**src/include/tgj_pkg.sv**
```systemverilog
`default_nettype none
package tgj_pkg;
  // Data path width of counter and data register
  localparam int unsigned CNT_W = 16;
  // Register byte offsets on the plain register port
  localparam logic [7:0] OFS_MODE_CFG = 8'h00;
  localparam logic [7:0] OFS_EDGE_CFG = 8'h04;
  localparam logic [7:0] OFS_DATA_VAL = 8'h08;
  localparam logic [7:0] OFS_COUNTER  = 8'h0c;
  localparam logic [7:0] OFS_START    = 8'h10;
  localparam logic [7:0] OFS_STOP     = 8'h14;
  localparam logic [7:0] OFS_ENABLE   = 8'h18;
  // Mode config, edge config and trigger field positions
  localparam int unsigned POS_CKS   = 14;
  localparam int unsigned POS_CCS   = 12;
  localparam int unsigned POS_MAS   = 11;
  localparam int unsigned POS_STS   = 8;
  localparam int unsigned POS_COS   = 6;
  localparam int unsigned POS_MD    = 1;
  localparam int unsigned POS_MD0   = 0;
  localparam int unsigned POS_TIS   = 0;
  localparam int unsigned POS_TRIG  = 0;
  // Function mode codes
  localparam logic [3:0] MD_JUDGE = 4'h1;
  localparam logic [3:0] MD_GATE  = 4'hc;
  // Input edge select codes
  localparam logic [1:0] TIS_FALL = 2'h0;
  localparam logic [1:0] TIS_RISE = 2'h1;
  // Reset and special counter values
  localparam logic [15:0] RST_MODE_CFG = 16'h0000;
  localparam logic [1:0]  RST_EDGE_CFG = 2'h0;
  localparam logic [15:0] RST_DATA_VAL = 16'h0000;
  localparam logic [15:0] RST_COUNTER  = 16'h0000;
  localparam logic [15:0] CNT_ZERO     = 16'h0000;
  localparam logic [15:0] CNT_WRAP     = 16'hffff;
  // Prescaler counter width and divide exponents for the four operation clocks
  localparam int unsigned PRE_W    = 8;
  localparam int unsigned PRE_EXP0 = 0;
  localparam int unsigned PRE_EXP1 = 2;
  localparam int unsigned PRE_EXP2 = 4;
  localparam int unsigned PRE_EXP3 = 6;

  // Channel activity states
  typedef enum logic [2:0] {
    ST_IDLE = 3'b001,
    ST_WAIT = 3'b010,
    ST_RUN  = 3'b100
  } tgj_state_type;
endpackage
`default_nettype wire

```
**src/include/tgj_tick_if.sv**
```systemverilog
`timescale 1ns/1ps
`default_nettype none
// Carries the four prescaled operation clock enables
interface tgj_tick_if;
  logic [3:0] tick;
  modport src (output tick);
  modport snk (input tick);
endinterface
`default_nettype wire

```
**src/core/tgj_prescaler.sv**
```systemverilog
`timescale 1ns/1ps
`default_nettype none
module tgj_prescaler #(
  parameter int unsigned W    = tgj_pkg::PRE_W,
  parameter int unsigned EXP0 = tgj_pkg::PRE_EXP0,
  parameter int unsigned EXP1 = tgj_pkg::PRE_EXP1,
  parameter int unsigned EXP2 = tgj_pkg::PRE_EXP2,
  parameter int unsigned EXP3 = tgj_pkg::PRE_EXP3
) (
  input  wire logic   sys_clk,
  input  wire logic   nrst,
  tgj_tick_if.src     ticks
);
  localparam int unsigned EXPS [4] = '{EXP0, EXP1, EXP2, EXP3};

  // Exponents beyond the counter width cannot be served
  if (EXP0 > W || EXP1 > W || EXP2 > W || EXP3 > W) begin : g_chk
    $error("prescaler exponent exceeds counter width");
  end

  // Low-bit mask for one divide exponent
  function automatic logic [W-1:0] low_mask(input int unsigned e);
    logic [W-1:0] m;
    m = '0;
    for (int unsigned i = 0; i < W; i++) begin
      if (i < e) begin
        m[i] = 1'b1;
      end
    end
    return m;
  endfunction

  logic [W-1:0] pre_r;

  // Free-running divider shared by all four clocks
  always_ff @(posedge sys_clk or negedge nrst) begin
    if (!nrst) begin
      pre_r <= '0;
    end else begin
      pre_r <= pre_r + {{(W-1){1'b0}}, 1'b1};
    end
  end

  // One-cycle enable each 2**exp cycles
  for (genvar k = 0; k < 4; k++) begin : g_tick
    assign ticks.tick[k] = (pre_r & low_mask(EXPS[k])) == low_mask(EXPS[k]);
  end
endmodule
`default_nettype wire

```
**src/core/tgj_top.sv**
```systemverilog
`timescale 1ns/1ps
`default_nettype none
module tgj_top #(
  parameter int unsigned CNT_W = tgj_pkg::CNT_W
) (
  input  wire logic        sys_clk,
  input  wire logic        nrst,
  input  wire logic [7:0]  bus_addr,
  input  wire logic [31:0] bus_wdata,
  input  wire logic        bus_wr,
  input  wire logic        bus_rd,
  output logic      [31:0] bus_rdata,
  input  wire logic        timer_input_pin,
  output logic             timer_output_pin,
  output logic             channel_interrupt,
  output logic             enable_status_bit
);

  // The register map keeps counter and data value in bits 15:0,
  // so no other counter width can be served
  if (CNT_W != 16) begin : g_width_chk
    $error("counter width must be 16");
  end

  ////////////////////////////////////////////////////////////////////
  // Edge decoding shared by the judge and gate paths

  // Valid edge for judge mode per edge select
  function automatic logic judge_edge(
    input logic [1:0] input_edge_select,
    input logic       rise,
    input logic       fall
  );
    logic v;
    v = 1'b0;
    case (input_edge_select)
      tgj_pkg::TIS_FALL: v = fall;
      tgj_pkg::TIS_RISE: v = rise;
      default:           v = rise | fall;
    endcase
    return v;
  endfunction

  // Start edge for gate mode; the stop edge is the reverse one
  function automatic logic gate_start(
    input logic [1:0] input_edge_select,
    input logic       rise,
    input logic       fall
  );
    return input_edge_select[0] ? rise : fall;
  endfunction

  // One count-down step; at zero the given reload value is taken instead
  function automatic logic [15:0] count_step(
    input logic [15:0] cnt,
    input logic [15:0] reload
  );
    logic [15:0] n;
    n = cnt - 16'h0001;
    if (cnt == tgj_pkg::CNT_ZERO) begin
      n = reload;
    end
    return n;
  endfunction

  ////////////////////////////////////////////////////////////////////
  // Registers

  logic [15:0]          mode_cfg_r;
  logic [1:0]           edge_cfg_r;
  logic [15:0]          data_val_r;
  logic [15:0]          cnt_r;
  logic [15:0]          cnt_nxt;
  logic                 tin_d_r;
  logic                 irq_r;
  logic                 irq_nxt;
  logic                 gate_fresh_r;
  logic [31:0]          rdata_r;
  tgj_pkg::tgj_state_type state_r;
  tgj_pkg::tgj_state_type state_nxt;

  // Decoded bus strobes
  logic wr_mode;
  logic wr_edge;
  logic wr_data;
  logic start_wr;
  logic stop_wr;

  assign wr_mode  = bus_wr && bus_addr == tgj_pkg::OFS_MODE_CFG;
  assign wr_edge  = bus_wr && bus_addr == tgj_pkg::OFS_EDGE_CFG;
  assign wr_data  = bus_wr && bus_addr == tgj_pkg::OFS_DATA_VAL;
  // Trigger bits are never stored, so they always read back zero
  assign start_wr = bus_wr && bus_addr == tgj_pkg::OFS_START
                    && bus_wdata[tgj_pkg::POS_TRIG];
  assign stop_wr  = bus_wr && bus_addr == tgj_pkg::OFS_STOP
                    && bus_wdata[tgj_pkg::POS_TRIG];

  // Configuration fields
  logic [1:0] prescaler_select;
  logic       ccs;
  logic [3:0] md;
  logic       md0;

  assign prescaler_select = mode_cfg_r[tgj_pkg::POS_CKS +: 2];
  assign ccs = mode_cfg_r[tgj_pkg::POS_CCS];
  assign md  = mode_cfg_r[tgj_pkg::POS_MD +: 4];
  assign md0 = mode_cfg_r[tgj_pkg::POS_MD0];

  // Mode config register
  always_ff @(posedge sys_clk or negedge nrst) begin
    if (!nrst) begin
      mode_cfg_r <= tgj_pkg::RST_MODE_CFG;
    end else if (wr_mode) begin
      mode_cfg_r <= bus_wdata[15:0];
    end
  end

  // Edge config register, only the edge select bits exist
  always_ff @(posedge sys_clk or negedge nrst) begin
    if (!nrst) begin
      edge_cfg_r <= tgj_pkg::RST_EDGE_CFG;
    end else if (wr_edge) begin
      edge_cfg_r <= bus_wdata[tgj_pkg::POS_TIS +: 2];
    end
  end

  // Data value; the counter only samples it at a load
  always_ff @(posedge sys_clk or negedge nrst) begin
    if (!nrst) begin
      data_val_r <= tgj_pkg::RST_DATA_VAL;
    end else if (wr_data) begin
      data_val_r <= bus_wdata[15:0];
    end
  end

  ////////////////////////////////////////////////////////////////////
  // Count clock selection

  tgj_tick_if ticks_if ();

  tgj_prescaler u_pre (
    .sys_clk (sys_clk),
    .nrst    (nrst),
    .ticks   (ticks_if)
  );

  // Count source 1 (input edges) is not served, so no ticks then
  logic tick;
  assign tick = ticks_if.tick[prescaler_select] && !ccs;

  ////////////////////////////////////////////////////////////////////
  // Input edge detection

  // Pin is taken as synchronous, one stage keeps the last level
  // After reset a high pin looks like a rise; harmless, since the
  // channel is stopped then and ignores every edge
  always_ff @(posedge sys_clk or negedge nrst) begin
    if (!nrst) begin
      tin_d_r <= 1'b0;
    end else begin
      tin_d_r <= timer_input_pin;
    end
  end

  logic rise;
  logic fall;
  logic j_edge;
  logic g_start;
  logic g_stop;

  assign rise    = timer_input_pin && !tin_d_r;
  assign fall    = !timer_input_pin && tin_d_r;
  assign j_edge  = judge_edge(edge_cfg_r, rise, fall);
  assign g_start = gate_start(edge_cfg_r, rise, fall);
  assign g_stop  = gate_start(edge_cfg_r, fall, rise);

  // Tells a fresh gate start, which loads the data value at its first
  // start edge, from a resume after a stop edge, which keeps the count
  always_ff @(posedge sys_clk or negedge nrst) begin
    if (!nrst) begin
      gate_fresh_r <= 1'b1;
    end else if (state_r == tgj_pkg::ST_IDLE) begin
      gate_fresh_r <= 1'b1;
    end else if (state_r == tgj_pkg::ST_WAIT && g_start) begin
      gate_fresh_r <= 1'b0;
    end
  end

  // Judge condition: polarity 0 is less-or-equal, 1 is greater
  logic judge_hit;
  assign judge_hit = md0 ? (cnt_r > data_val_r)
                         : (cnt_r <= data_val_r);

  ////////////////////////////////////////////////////////////////////
  // Channel control

  // Next state, counter and interrupt for the active mode
  always_comb begin
    state_nxt = state_r;
    cnt_nxt   = cnt_r;
    irq_nxt   = 1'b0;
    case (state_r)
      tgj_pkg::ST_IDLE: begin
        if (start_wr && md == tgj_pkg::MD_JUDGE) begin
          state_nxt = tgj_pkg::ST_RUN;
          cnt_nxt   = data_val_r;
        end else if (start_wr && md == tgj_pkg::MD_GATE) begin
          // The count keeps its value until the first start edge
          state_nxt = tgj_pkg::ST_WAIT;
        end
      end
      tgj_pkg::ST_WAIT: begin
        if (stop_wr) begin
          state_nxt = tgj_pkg::ST_IDLE;
        end else if (md == tgj_pkg::MD_GATE && g_start) begin
          // A fresh start loads the data value, a resume keeps the held count
          state_nxt = tgj_pkg::ST_RUN;
          if (gate_fresh_r) begin
            cnt_nxt = data_val_r;
          end
        end
      end
      tgj_pkg::ST_RUN: begin
        if (stop_wr) begin
          state_nxt = tgj_pkg::ST_IDLE;
        end else if (md == tgj_pkg::MD_JUDGE) begin
          if (j_edge || start_wr) begin
            irq_nxt = judge_hit;
            cnt_nxt = data_val_r;
          end else if (tick) begin
            cnt_nxt = count_step(cnt_r, tgj_pkg::CNT_WRAP);
          end
        end else if (md == tgj_pkg::MD_GATE) begin
          // Start writes here are ignored
          if (g_stop) begin
            state_nxt = tgj_pkg::ST_WAIT;
          end else if (tick) begin
            // Underflow raises the interrupt and reloads the data value
            irq_nxt = cnt_r == tgj_pkg::CNT_ZERO;
            cnt_nxt = count_step(cnt_r, data_val_r);
          end
        end
      end
      default: begin
        state_nxt = tgj_pkg::ST_IDLE;
      end
    endcase
  end

  // Channel state
  always_ff @(posedge sys_clk or negedge nrst) begin
    if (!nrst) begin
      state_r <= tgj_pkg::ST_IDLE;
    end else begin
      state_r <= state_nxt;
    end
  end

  // Counter holds whenever the channel is stopped
  always_ff @(posedge sys_clk or negedge nrst) begin
    if (!nrst) begin
      cnt_r <= tgj_pkg::RST_COUNTER;
    end else begin
      cnt_r <= cnt_nxt;
    end
  end

  // Interrupt is a one-cycle pulse from a flop
  always_ff @(posedge sys_clk or negedge nrst) begin
    if (!nrst) begin
      irq_r <= 1'b0;
    end else begin
      irq_r <= irq_nxt;
    end
  end

  ////////////////////////////////////////////////////////////////////
  // Status and pin outputs

  assign channel_interrupt = irq_r;
  assign enable_status_bit = state_r != tgj_pkg::ST_IDLE;
  // The output pin stays quiet; only direct output mode may use it
  assign timer_output_pin  = 1'b0;

  ////////////////////////////////////////////////////////////////////
  // Register read port

  // Read data for one address, unmapped reads give zero
  logic [31:0] rd_mux;
  always_comb begin
    rd_mux = 32'h0000_0000;
    case (bus_addr)
      tgj_pkg::OFS_MODE_CFG: rd_mux = {16'h0000, mode_cfg_r};
      tgj_pkg::OFS_EDGE_CFG: rd_mux = {30'h0, edge_cfg_r};
      tgj_pkg::OFS_DATA_VAL: rd_mux = {16'h0000, data_val_r};
      // Reading only samples the counter, never touches it
      tgj_pkg::OFS_COUNTER:  rd_mux = {16'h0000, cnt_r};
      tgj_pkg::OFS_ENABLE:   rd_mux = {31'h0, enable_status_bit};
      // Trigger bits have no storage behind them
      tgj_pkg::OFS_START:    rd_mux = 32'h0000_0000;
      tgj_pkg::OFS_STOP:     rd_mux = 32'h0000_0000;
      default:               rd_mux = 32'h0000_0000;
    endcase
  end

  // Read data stands only in the cycle after the strobe
  always_ff @(posedge sys_clk or negedge nrst) begin
    if (!nrst) begin
      rdata_r <= 32'h0000_0000;
    end else if (bus_rd) begin
      rdata_r <= rd_mux;
    end else begin
      rdata_r <= 32'h0000_0000;
    end
  end

  assign bus_rdata = rdata_r;

endmodule
`default_nettype wire

```
**config.mk**
```make
export PLATFORM = sky130hd
export DESIGN_NAME = tgj_top
export DESIGN_NICKNAME = d
export VERILOG_FILES = /design/src/include/tgj_pkg.sv /design/src/include/tgj_tick_if.sv /design/src/core/tgj_prescaler.sv /design/src/core/tgj_top.sv
export SDC_FILE = /design/constraint.sdc
export NUM_CORES = 1
export LEC_CHECK = 0
export BUFFER_PORTS_ARGS = -buffer_cell sky130_fd_sc_hd__buf_4
export CAP_MARGIN = 20
export CORE_MARGIN = 8
export CORE_UTILIZATION = 37
export CTS_BUF_LIST = sky130_fd_sc_hd__clkbuf_4 sky130_fd_sc_hd__clkbuf_8
export DETAILED_ROUTE_END_ITERATION = 16
export SETUP_SLACK_MARGIN = 0.15
export SYNTH_ARGS = -nofsm -noshare
export SYNTH_HDL_FRONTEND = slang
export SYNTH_SLANG_ARGS = --single-unit
```
**constraint.sdc**
```tcl
create_clock -name sys_clk -period 2.8 [get_ports sys_clk]
set_input_delay 0.28 -clock sys_clk [delete_from_list [all_inputs] [get_ports sys_clk]]
set_output_delay 0.28 -clock sys_clk [all_outputs]
set_load 0.02 [all_outputs]
```
==> impl_metrics.py, run 1 <==
metrics = {
    "yosys": {
        "synth_cells": 470,
        "ys_seq_elements": 78,
        "synth-seq-area-share_pct": 43.95,
        "yosys.cell_types.count": 57,
        "avgSynthCellArea_sq_um": 9.461,
        "synth-edff-count": 0,
        "yosys_most_used_dff": "dfrtp_1",
        "async_flop_share_pct": 100.0,
        "ys_warn_count": 0,
        "synth_area_sq_um": 4447,
    },
    "flow_run": {
        "max_cap_viol_count": 0,
    },
    "final_layout": {
        "n_antenna_cell": 0,
        "final_cell_count_no_fill": 667,
        "drive_gt1_share_pct": 21.15,
        "mostFrequentLayoutCells": "dfrtp_1, nand2_1, buf_4",
        "area_delta_synth_final_pct": 14.29,
        "fillerInstances": 1148,
        "nets": 581,
        "layout_commonest_cell": "dfrtp_1",
        "postLayoutCellArea_sq_um": 5082,
    },
    "timing": {
        "slew_headroom_pct": 33.32,
        "rsz0062_at_grt": "no",
        "finalSetupTns_ps": 0,
        "fin_skew_ps": 11.37,
        "finalSetupViolations": 0,
        "period_minus_slack_ps": 2508,
        "tightest_slew_ps": 996.8,
        "slew_viol_final": 0,
        "max_freq_mhz": 398.7,
        "hold_viol": 0,
        "timing.final.crit_share_pct": 89.58,
    },
    "setup_path": {
        "crit_path_start_kind": "flip-flop",
        "cp_max_fo": 7,
        "worst_ep_required_time_ps": 3080,
        "r2r_end": "channel_interrupt",
        "crit_path_end": "channel_interrupt",
        "path_class": "reg -> reg",
        "endpoint_kind": "flip-flop",
        "rr_worst_depth": 8,
        "rrSetupSlack_ps": 290,
        "cp-startpoint": "cnt_r[11]",
        "cp.arrival_ps": 2790,
        "r2r_start": "cnt_r[11]",
    },
    "global_routing": {
        "grt_max_degree": 79,
        "grt_overflow": 0,
        "antenna_found_initial": 0,
        "grt_util_all_layers_pct": 14.40,
        "grt_first_pass_wirelength_microns": 18510,
        "grt_pass1_vias": 3645,
    },
    "route": {
        "wirelength_microns": 11000,
        "ant_nets": 0,
        "wl_per_cell_microns": 16.50,
        "drtIter0Drc": 288,
        "vias_per_cell": 5.363,
        "drt_pass1_iterations": 5,
        "drcViolationCount": 0,
        "vias": 3577,
    },
    "clock_network": {
        "cts_tree": "yes",
        "htree_levels": 3,
        "clockRootBuffer": "clkbuf_8",
        "cts.sinks": 78,
        "cts_resized": 0,
        "clk_pin_slew_ps": 80,
        "cts_buffer_depth": 2,
        "insertion_delay_ps": 360,
        "numCtsBuffers": 9,
    },
    "floorplanning": {
        "dieArea_sq_um": 15780,
        "die_w_microns": 125.6,
        "die-height_microns": 125.6,
        "core-area_sq_um": 11860,
        "io_pins": 80,
        "core.rowCount": 40,
        "initial_core_util_pct": 37.49,
    },
    "min_path": {
        "hp-class": "in -> reg",
    },
    "run_status": {
        "status": "completed",
    },
    "power": {
        "p_leak_uw": 0.002327,
        "vdd_drop_max_uv": 324.5,
        "power_density_nw_per_um2": 646.9,
    },
    "place": {
        "post-place-cells": 649,
        "io_buffers": 46,
        "dp_hpwl_microns": 7954,
        "place.gp.congestion": 0.8578,
        "dpl_cell_area_sq_um": 4866,
    },
}
-- sequential cells by signal (all words and copies together) (netlist names) --
| signal | cells |
|---|---|
| state_r | 3 |
| edge_cfg_r | 2 |
| channel_interrupt | 1 |
| gate_fresh_r | 1 |
| tin_d_r | 1 |
| u_pre.pre_r | 6 |
| bus_rdata | 16 |
| data_val_r | 16 |
| cnt_r | 16 |
| mode_cfg_r | 16 |
-- critical path: stages (launching register included) --
cell	delay [ps]
dfrtp_1	460
ha_1	350
nand4_1	120
or4_1	600
or2_2	320
o31ai_1	100
xor2_1	200
nand3b_1	90
a21oi_1	180
-- cell type report --
class	instances	area, sq um	area share, %
clock buffers	11	145.1	2.856
clock inverters	5	33.78	0.6647
inverters	25	93.84	1.846
multi-input cells	345	2228	43.85
flip-flops and latches	78	1954	38.45
well taps	147	183.9	3.619
repair buffers	56	442.9	8.715
-- cell families after synthesis --
| family | count (synthesis) | share of synthesized area, % |
|---|---|---|
| flip-flops | 78 | 43.95 |
| AO/OA/AOI/OAI | 128 | 17.36 |
| other | 1 | 0.08433 |
| buffers and inverters | 63 | 7.906 |
| AND/OR/NAND/NOR | 151 | 17.47 |
| XOR/XNOR | 5 | 0.9850 |
| adder cells (fa/ha/maj) | 21 | 5.909 |
| multiplexers | 23 | 6.331 |
-- power by group --
group	switching (uW)	total (uW)	internal, uW	leakage, uW
clock network	430	786	356	0.0000891
registers	221	1520	1300	0.000963
logic	594	979	386	0.00127
-- repair_timing --
item | in CTS | in global routing
hold buffers | 0 | 1
buffers inserted | 0 | 0
hold endpoints to repair | 0 | 13
-- synthesized netlist by cell type, types with 3 or more instances --
master,n,area [sq um]
a21oi_1,43,215.2
a22oi_1,14,105.1
buf_4,20,150.1
buf_6,3,33.78
clkbuf_1,12,45.04
dfrtp_1,76,1902
ha_1,21,262.8
inv_1,25,93.84
mux2_2,21,236.5
nand2_1,55,206.5
nand2b_1,6,37.54
nand3_1,13,65.06
nand3b_1,3,22.52
nand4_1,6,37.54
nor2_1,29,108.9
nor2b_1,5,31.28
nor3_1,7,35.03
nor4_1,5,31.28
o211ai_1,3,22.52
o21a_1,3,22.52
o21ai_0,43,215.2
o21ai_1,4,20.02
o32ai_1,5,43.79
or2_2,3,18.77
or3_1,3,18.77
xnor2_1,3,26.28
-- how the worst min path moves through the flow --
stage / start / cells past startpoint / end / slack, ps
detailed placement: timer_input_pin / 1 / tin_d_r / 410
floorplan: nrst / 0 / bus_rdata[0] / -20
CTS: timer_input_pin / 1 / tin_d_r / 20
finish: timer_input_pin / 1 / tin_d_r / 40
global route: timer_input_pin / 1 / tin_d_r / 20
global placement: timer_input_pin / 1 / tin_d_r / 410
-- per-layer routing --
layer / up-vias / global-route usage [%] / wire length (microns)
met5: - / 0 / 0
met4: 0 / 4.083 / 129
met3: 12 / 3.924 / 531
met2: 84 / 24.67 / 5604
met1: 1759 / 17.35 / 4738
li1: 1722 / - / -
-- stage by stage --
step | hold slack, ps | util, % | total power, uW | worst slack, ps
final | 38.69 | 42.85 | 3288 | 291.7
after global routing | 24.43 | 42.85 | 3537 | 170.1
after CTS | 23.16 | 42.53 | 3325 | 296.6
after detailed placement | 413.6 | 41.02 | 2515 | 328.5
after global placement | 408.6 | 41.02 | 2482 | 381.0
after floorplan | -15.59 | - | 2201 | 601.3
Power figures use the tool's default switching activity.
==> run 2, diff against run 1 <==
--- a/config.mk
+++ b/config.mk
@@ -6,7 +6,6 @@
 export NUM_CORES = 1
 export LEC_CHECK = 0
 export BUFFER_PORTS_ARGS = -buffer_cell sky130_fd_sc_hd__buf_4
-export CAP_MARGIN = 20
 export CORE_MARGIN = 8
 export CORE_UTILIZATION = 37
 export CTS_BUF_LIST = sky130_fd_sc_hd__clkbuf_4 sky130_fd_sc_hd__clkbuf_8
==> constraint.sdc (replaced) <==
create_clock -name sys_clk -period 2.8 [get_ports sys_clk]
set_input_delay 0.28 -clock sys_clk [delete_from_list [all_inputs] [get_ports sys_clk]]
set_output_delay 0.28 -clock sys_clk [all_outputs]
set_load 0.05 [all_outputs]
==> run 2 against run 1 <==
Cell area down 0.74%. Hold slack worse by 3.7 ps. Sequential power about the same. Register-to-register slack about the same. Count of clock-buffer cells in the layout unchanged. Critical path type unchanged. Total power up 1.8%. Worst setup slack about the same. Highest routed layer unchanged. Die area unchanged. Cell count down 0.30%. Critical path depth unchanged. Combinational power up 5%. Clock skew up 0.74 ps.
==> impl_metrics.py, run 2 (synthesized netlist as in run 1, its figures left out) <==
metrics = {
    "route": {
        "vias_per_cell": 5.338,
        "wirelength_microns": 11030,
        "drcViolationCount": 0,
        "drtIter0Drc": 302,
        "drt_pass1_iterations": 4,
        "wl_per_cell_microns": 16.59,
        "ant_nets": 0,
        "vias": 3550,
    },
    "timing": {
        "hold_viol": 0,
        "finalSetupTns_ps": 0,
        "timing.final.crit_share_pct": 89.59,
        "slew_viol_final": 0,
        "tightest_slew_ps": 1009,
        "whs_ps": 35.02,
        "slew_headroom_pct": 32.73,
        "period_minus_slack_ps": 2509,
        "max_freq_mhz": 398.6,
        "fin_skew_ps": 12.11,
        "rsz0062_at_grt": "no",
        "finalSetupViolations": 0,
    },
    "run_status": {
        "status": "completed",
    },
    "final_layout": {
        "fillerInstances": 1149,
        "n_antenna_cell": 0,
        "mostFrequentLayoutCells": "dfrtp_1, nand2_1, buf_4",
        "area_delta_synth_final_pct": 13.45,
        "final_cell_count_no_fill": 665,
        "nets": 579,
        "layout_commonest_cell": "dfrtp_1",
        "drive_gt1_share_pct": 21.04,
    },
    "setup_path": {
        "crit_path_start_kind": "flip-flop",
        "path_class": "reg -> reg",
        "cp.arrival_ps": 2790,
        "r2r_start": "cnt_r[11]",
        "r2r_end": "channel_interrupt",
        "critPathTopFamily": "simple AND/OR/NAND/NOR gates",
        "cp_max_fo": 7,
        "rr_worst_depth": 8,
        "crit_slowest_cell": "or4_1",
        "cp.buffers_inverters": 0,
        "path_cells": "ha_1 -> nand4_1 -> or4_1 -> or2_2 -> o31ai_1 -> xor2_1 -> nand3b_1 -> a21oi_1",
        "critical_path.max_stage_delay_ps": 600,
        "worst_ep_required_time_ps": 3080,
        "rrSetupSlack_ps": 290,
        "endpoint_kind": "flip-flop",
    },
    "min_path": {
        "hp-class": "in -> reg",
        "min_from": "timer_input_pin",
        "whs_endpoint": "tin_d_r",
        "min_path_cells": 1,
    },
    "power": {
        "power_density_nw_per_um2": 663.2,
        "vdd_drop_max_uv": 326.0,
        "p_leak_uw": 0.002310,
        "totalPowerFinal_uw": 3346,
    },
    "global_routing": {
        "grt_max_degree": 79,
        "grt_util_all_layers_pct": 14.40,
        "grt_pass1_vias": 3645,
        "grt_overflow": 0,
        "grt_first_pass_wirelength_microns": 18510,
        "antenna_found_initial": 0,
    },
    "clock_network": {
        "cts_tree": "yes",
        "cts_resized": 0,
        "cts_buffer_depth": 2,
        "clk_pin_slew_ps": 80,
        "cts_setup_buffers": 0,
        "postCtsHoldBufs": 0,
        "htree_levels": 3,
        "numCtsBuffers": 9,
        "cts.sinks": 78,
        "insertion_delay_ps": 370,
        "clockRootBuffer": "clkbuf_8",
    },
    "place": {
        "post-place-cells": 649,
        "io_buffers": 46,
        "place.gp.congestion": 0.8578,
        "dp_hpwl_microns": 7954,
    },
    "flow_run": {
        "max_cap_viol_count": 0,
    },
    "floorplanning": {
        "dieArea_sq_um": 15780,
        "die_w_microns": 125.6,
        "die-height_microns": 125.6,
        "io_pins": 80,
        "core-area_sq_um": 11860,
        "initial_core_util_pct": 37.49,
        "core.rowCount": 40,
    },
}
[run 2: power by group]
| part | switching, uW | internal [uW] |
|---|---|---|
| logic | 650 | 381 |
| registers | 223 | 1300 |
| clock network | 434 | 356 |
[run 2: how the worst max path moves through the flow]
stage | from | endpoint | slack [ps] | cells past startpoint
floorplan | bus_addr[5] | mode_cfg_r[0] | 600 | 6
global placement | cnt_r[11] | channel_interrupt | 380 | 8
detailed placement | cnt_r[11] | channel_interrupt | 330 | 8
CTS | cnt_r[11] | channel_interrupt | 300 | 8
global route | cnt_r[11] | channel_interrupt | 190 | 8
finish | cnt_r[11] | channel_interrupt | 290 | 8
[run 2: through the flow]
step	instance area [sq um]	setup WS [ps]	utilization, %
detailed placement	4866	328.5	41.02
global route	5045	190.2	42.53
floorplan	4507	601.3	-
finish	5045	291.4	42.53
global placement	4866	381.0	41.02
CTS	5045	296.6	42.53
[run 2: final cells by class]
class                      instances  area, sq um  area share [%]
clock inverter                     5        33.78          0.6696
timing repair buffer              54        405.4           8.036
clock buffer                      11        145.1           2.877
multi-input combinational        345         2228           44.17
inverter                          25        93.84           1.860
sequential                        78         1954           38.74
tap                              147        183.9           3.646
[run 2: routing by layer]
layer,routed length [microns],GRT usage [%],vias to the layer above
met4,138,4.083,0
met3,542,3.924,15
met5,0,0,-
met1,4750,17.35,1737
li1,-,-,1715
met2,5600,24.67,83
==> run 3, diff against run 2 <==
--- a/config.mk
+++ b/config.mk
@@ -13,4 +13,5 @@
 export SETUP_SLACK_MARGIN = 0.15
 export SYNTH_ARGS = -nofsm -noshare
 export SYNTH_HDL_FRONTEND = slang
+export SYNTH_HIERARCHICAL = 1
 export SYNTH_SLANG_ARGS = --single-unit
==> run 3 against run 2 <==
Worst setup slack improved by 70 ps. Fmax rose by 2.9%. Critical path depth decreased by 2. Largest power group unchanged. First-iteration DRC count decreased by 30%. Synthesized area is 0.34% higher. Highest routed layer unchanged. Hold slack improved by 14 ps. Utilization up 0.53 points. Critical path type unchanged. Largest cell class unchanged. Synthesized cell count is 9.6% lower. Clock skew increased by 2.5 ps. Clock power grew 13%. Cell count down 5.4%. Flip-flop and latch count is the same.
==> impl_metrics.py, run 3 <==
metrics = {
    "global_routing": {
        "grt_util_all_layers_pct": 13.69,
        "antenna_found_initial": 0,
        "grt_overflow": 0,
        "grt_max_degree": 79,
        "grt_pass1_vias": 3465,
        "grt_first_pass_wirelength_microns": 17590,
    },
    "clock_network": {
        "cts_buffer_depth": 2,
        "cts.sinks": 78,
        "htree_levels": 3,
        "cts_tree": "yes",
        "clockRootBuffer": "clkbuf_8",
        "clk_pin_slew_ps": 80,
        "numCtsBuffers": 9,
        "postCtsHoldBufs": 0,
        "cts_setup_buffers": 0,
        "insertion_delay_ps": 360,
    },
    "route": {
        "drtIter0Drc": 210,
        "highest_layer": "met4",
        "wl_per_cell_microns": 16.79,
        "ant_nets": 0,
        "wirelength_microns": 10560,
        "vias": 3466,
        "drcViolationCount": 0,
        "vias_per_cell": 5.510,
        "met3WireLength_microns": 751,
        "wl_met2_microns": 4925,
        "drt_pass1_iterations": 5,
        "wirelength_met1_microns": 4749,
    },
    "floorplanning": {
        "die_w_microns": 125.8,
        "core-area_sq_um": 11910,
        "core.rowCount": 40,
        "dieArea_sq_um": 15830,
        "initial_core_util_pct": 37.46,
        "die-height_microns": 125.8,
        "io_pins": 80,
    },
    "yosys": {
        "synth_cells": 425,
        "synth_area_sq_um": 4462,
        "synth_largest_area_cell": "dfrtp_1",
        "synth_top_area_share_pct": 42.62,
        "avgSynthCellArea_sq_um": 10.50,
        "synth-seq-area-share_pct": 43.80,
        "ys_top_cells_by_count": "dfrtp_1, inv_1, mux2_2, nor2_1, nand2_1",
        "synth-edff-count": 0,
        "ys_seq_elements": 78,
        "synth.area.top_cells": "dfrtp_1, mux2_2, ha_1, buf_4, a222oi_1",
        "ys_warn_count": 6,
        "yosys_most_used_dff": "dfrtp_1",
        "synth.most_common_cell": "dfrtp_1",
        "yosys.cell_types.count": 64,
        "async_flop_share_pct": 100.0,
    },
    "timing": {
        "fin_ws_ps": 361.8,
        "timing.final.crit_share_pct": 87.08,
        "slew_viol_final": 0,
        "tightest_slew_ps": 1015,
        "finalSetupTns_ps": 0,
        "rsz0062_at_grt": "no",
        "slew_headroom_pct": 32.36,
        "finalSetupViolations": 0,
        "max_freq_mhz": 410.1,
        "period_minus_slack_ps": 2438,
        "fin_skew_ps": 14.60,
        "hold_viol": 0,
    },
    "setup_path": {
        "rrSetupSlack_ps": 360,
        "path_class": "reg -> reg",
        "endpoint_kind": "flip-flop",
        "cp_max_fo": 26,
        "r2r_start": "cnt_r[10]",
        "r2r_end": "cnt_r[14]",
        "crit_path_start_kind": "flip-flop",
        "cp-startpoint": "cnt_r[10]",
        "crit_path_end": "cnt_r[14]",
        "worst_ep_required_time_ps": 3080,
        "cp.arrival_ps": 2720,
        "rr_worst_depth": 6,
    },
    "final_layout": {
        "mostFrequentLayoutCells": "dfrtp_1, buf_4, inv_1, mux2_2, nor2_1",
        "n_antenna_cell": 0,
        "fin_util_pct": 43.06,
        "drive_gt1_share_pct": 28.22,
        "nets": 543,
        "layout_commonest_cell": "dfrtp_1",
        "fillerInstances": 1146,
        "area_delta_synth_final_pct": 14.95,
    },
    "place": {
        "dp_hpwl_microns": 7390,
        "place.gp.congestion": 0.8321,
        "io_buffers": 46,
        "place_worst_setup_slack_ps": 252.4,
    },
    "power": {
        "power_density_nw_per_um2": 443.2,
        "totalPowerFinal_uw": 2273,
        "p_leak_uw": 0.002281,
        "vdd_drop_max_uv": 226.6,
    },
    "run_status": {
        "status": "completed",
    },
    "min_path": {
        "hp-class": "in -> reg",
    },
    "flow_run": {
        "max_cap_viol_count": 0,
    },
}
[run 3: layer usage]
layer	vias up	track usage, %
li1	1646	-
met1	1707	17.84
met2	102	21.49
met3	11	3.586
met4	0	4.812
met5	-	0
[run 3: worst min-delay path by stage]
stage	from	cells after the start	slack, ps	end
floorplan	nrst	0	-20	bus_rdata[0]
global placement	timer_input_pin	1	410	tin_d_r
detailed placement	timer_input_pin	1	410	tin_d_r
CTS	timer_input_pin	1	30	tin_d_r
global route	timer_input_pin	1	30	tin_d_r
finish	timer_input_pin	1	50	tin_d_r
[run 3: worst max-delay path, cell delays in order (launching register included)]
cell and delay (ps):
dfrtp_1 450, or4_4 570, nor4_2 200, nand4_1 240
nand2_2 500, o22ai_1 180, a22oi_2 210
[run 3: kinds of logic (layout without fill, tap and decap cells)]
logic type,after synthesis,after routing,synth area share (%)
flops,78,78,43.80
xor+xnor,4,4,0.7853
compound gates,99,99,16.77
fa+ha+maj,21,21,5.889
other cells,2,18,0.1683
mux,38,38,9.815
buf+inv,68,109,7.852
simple gates,115,115,14.92
[run 3: repair_timing]
| item | in CTS | in global routing |
|---|---|---|
| resized for setup | 0 | 1 |
| hold endpoints to repair | 0 | 0 |
| endpoints found under the setup margin | 0 | 9 |
[run 3: area by class of cell]
class	instances	area (sq um)	share of cell area, %
sequential	78	1954	38.11
clock buffer	13	166.4	3.245
multi-input combinational	295	2218	43.25
timing repair buffer	57	427.9	8.343
inverter	36	135.1	2.635
clock inverter	3	42.54	0.8295
tap	147	183.9	3.586
[run 3: stage by stage]
step / cells / cell area (sq um) / hold slack (ps)
after floorplan: 441 / 4522 / -15.59
after global placement: 613 / 4918 / 410.3
after detailed placement: 613 / 4918 / 413.3
after CTS: 629 / 5127 / 30.65
after global routing: 629 / 5129 / 29.14
final: 629 / 5129 / 48.92
[run 3: where the power goes]
part	total (uW)	internal, uW	switching (uW)
clock	896	480	416
sequential	1180	1150	28.7
combinational	198	74.1	124
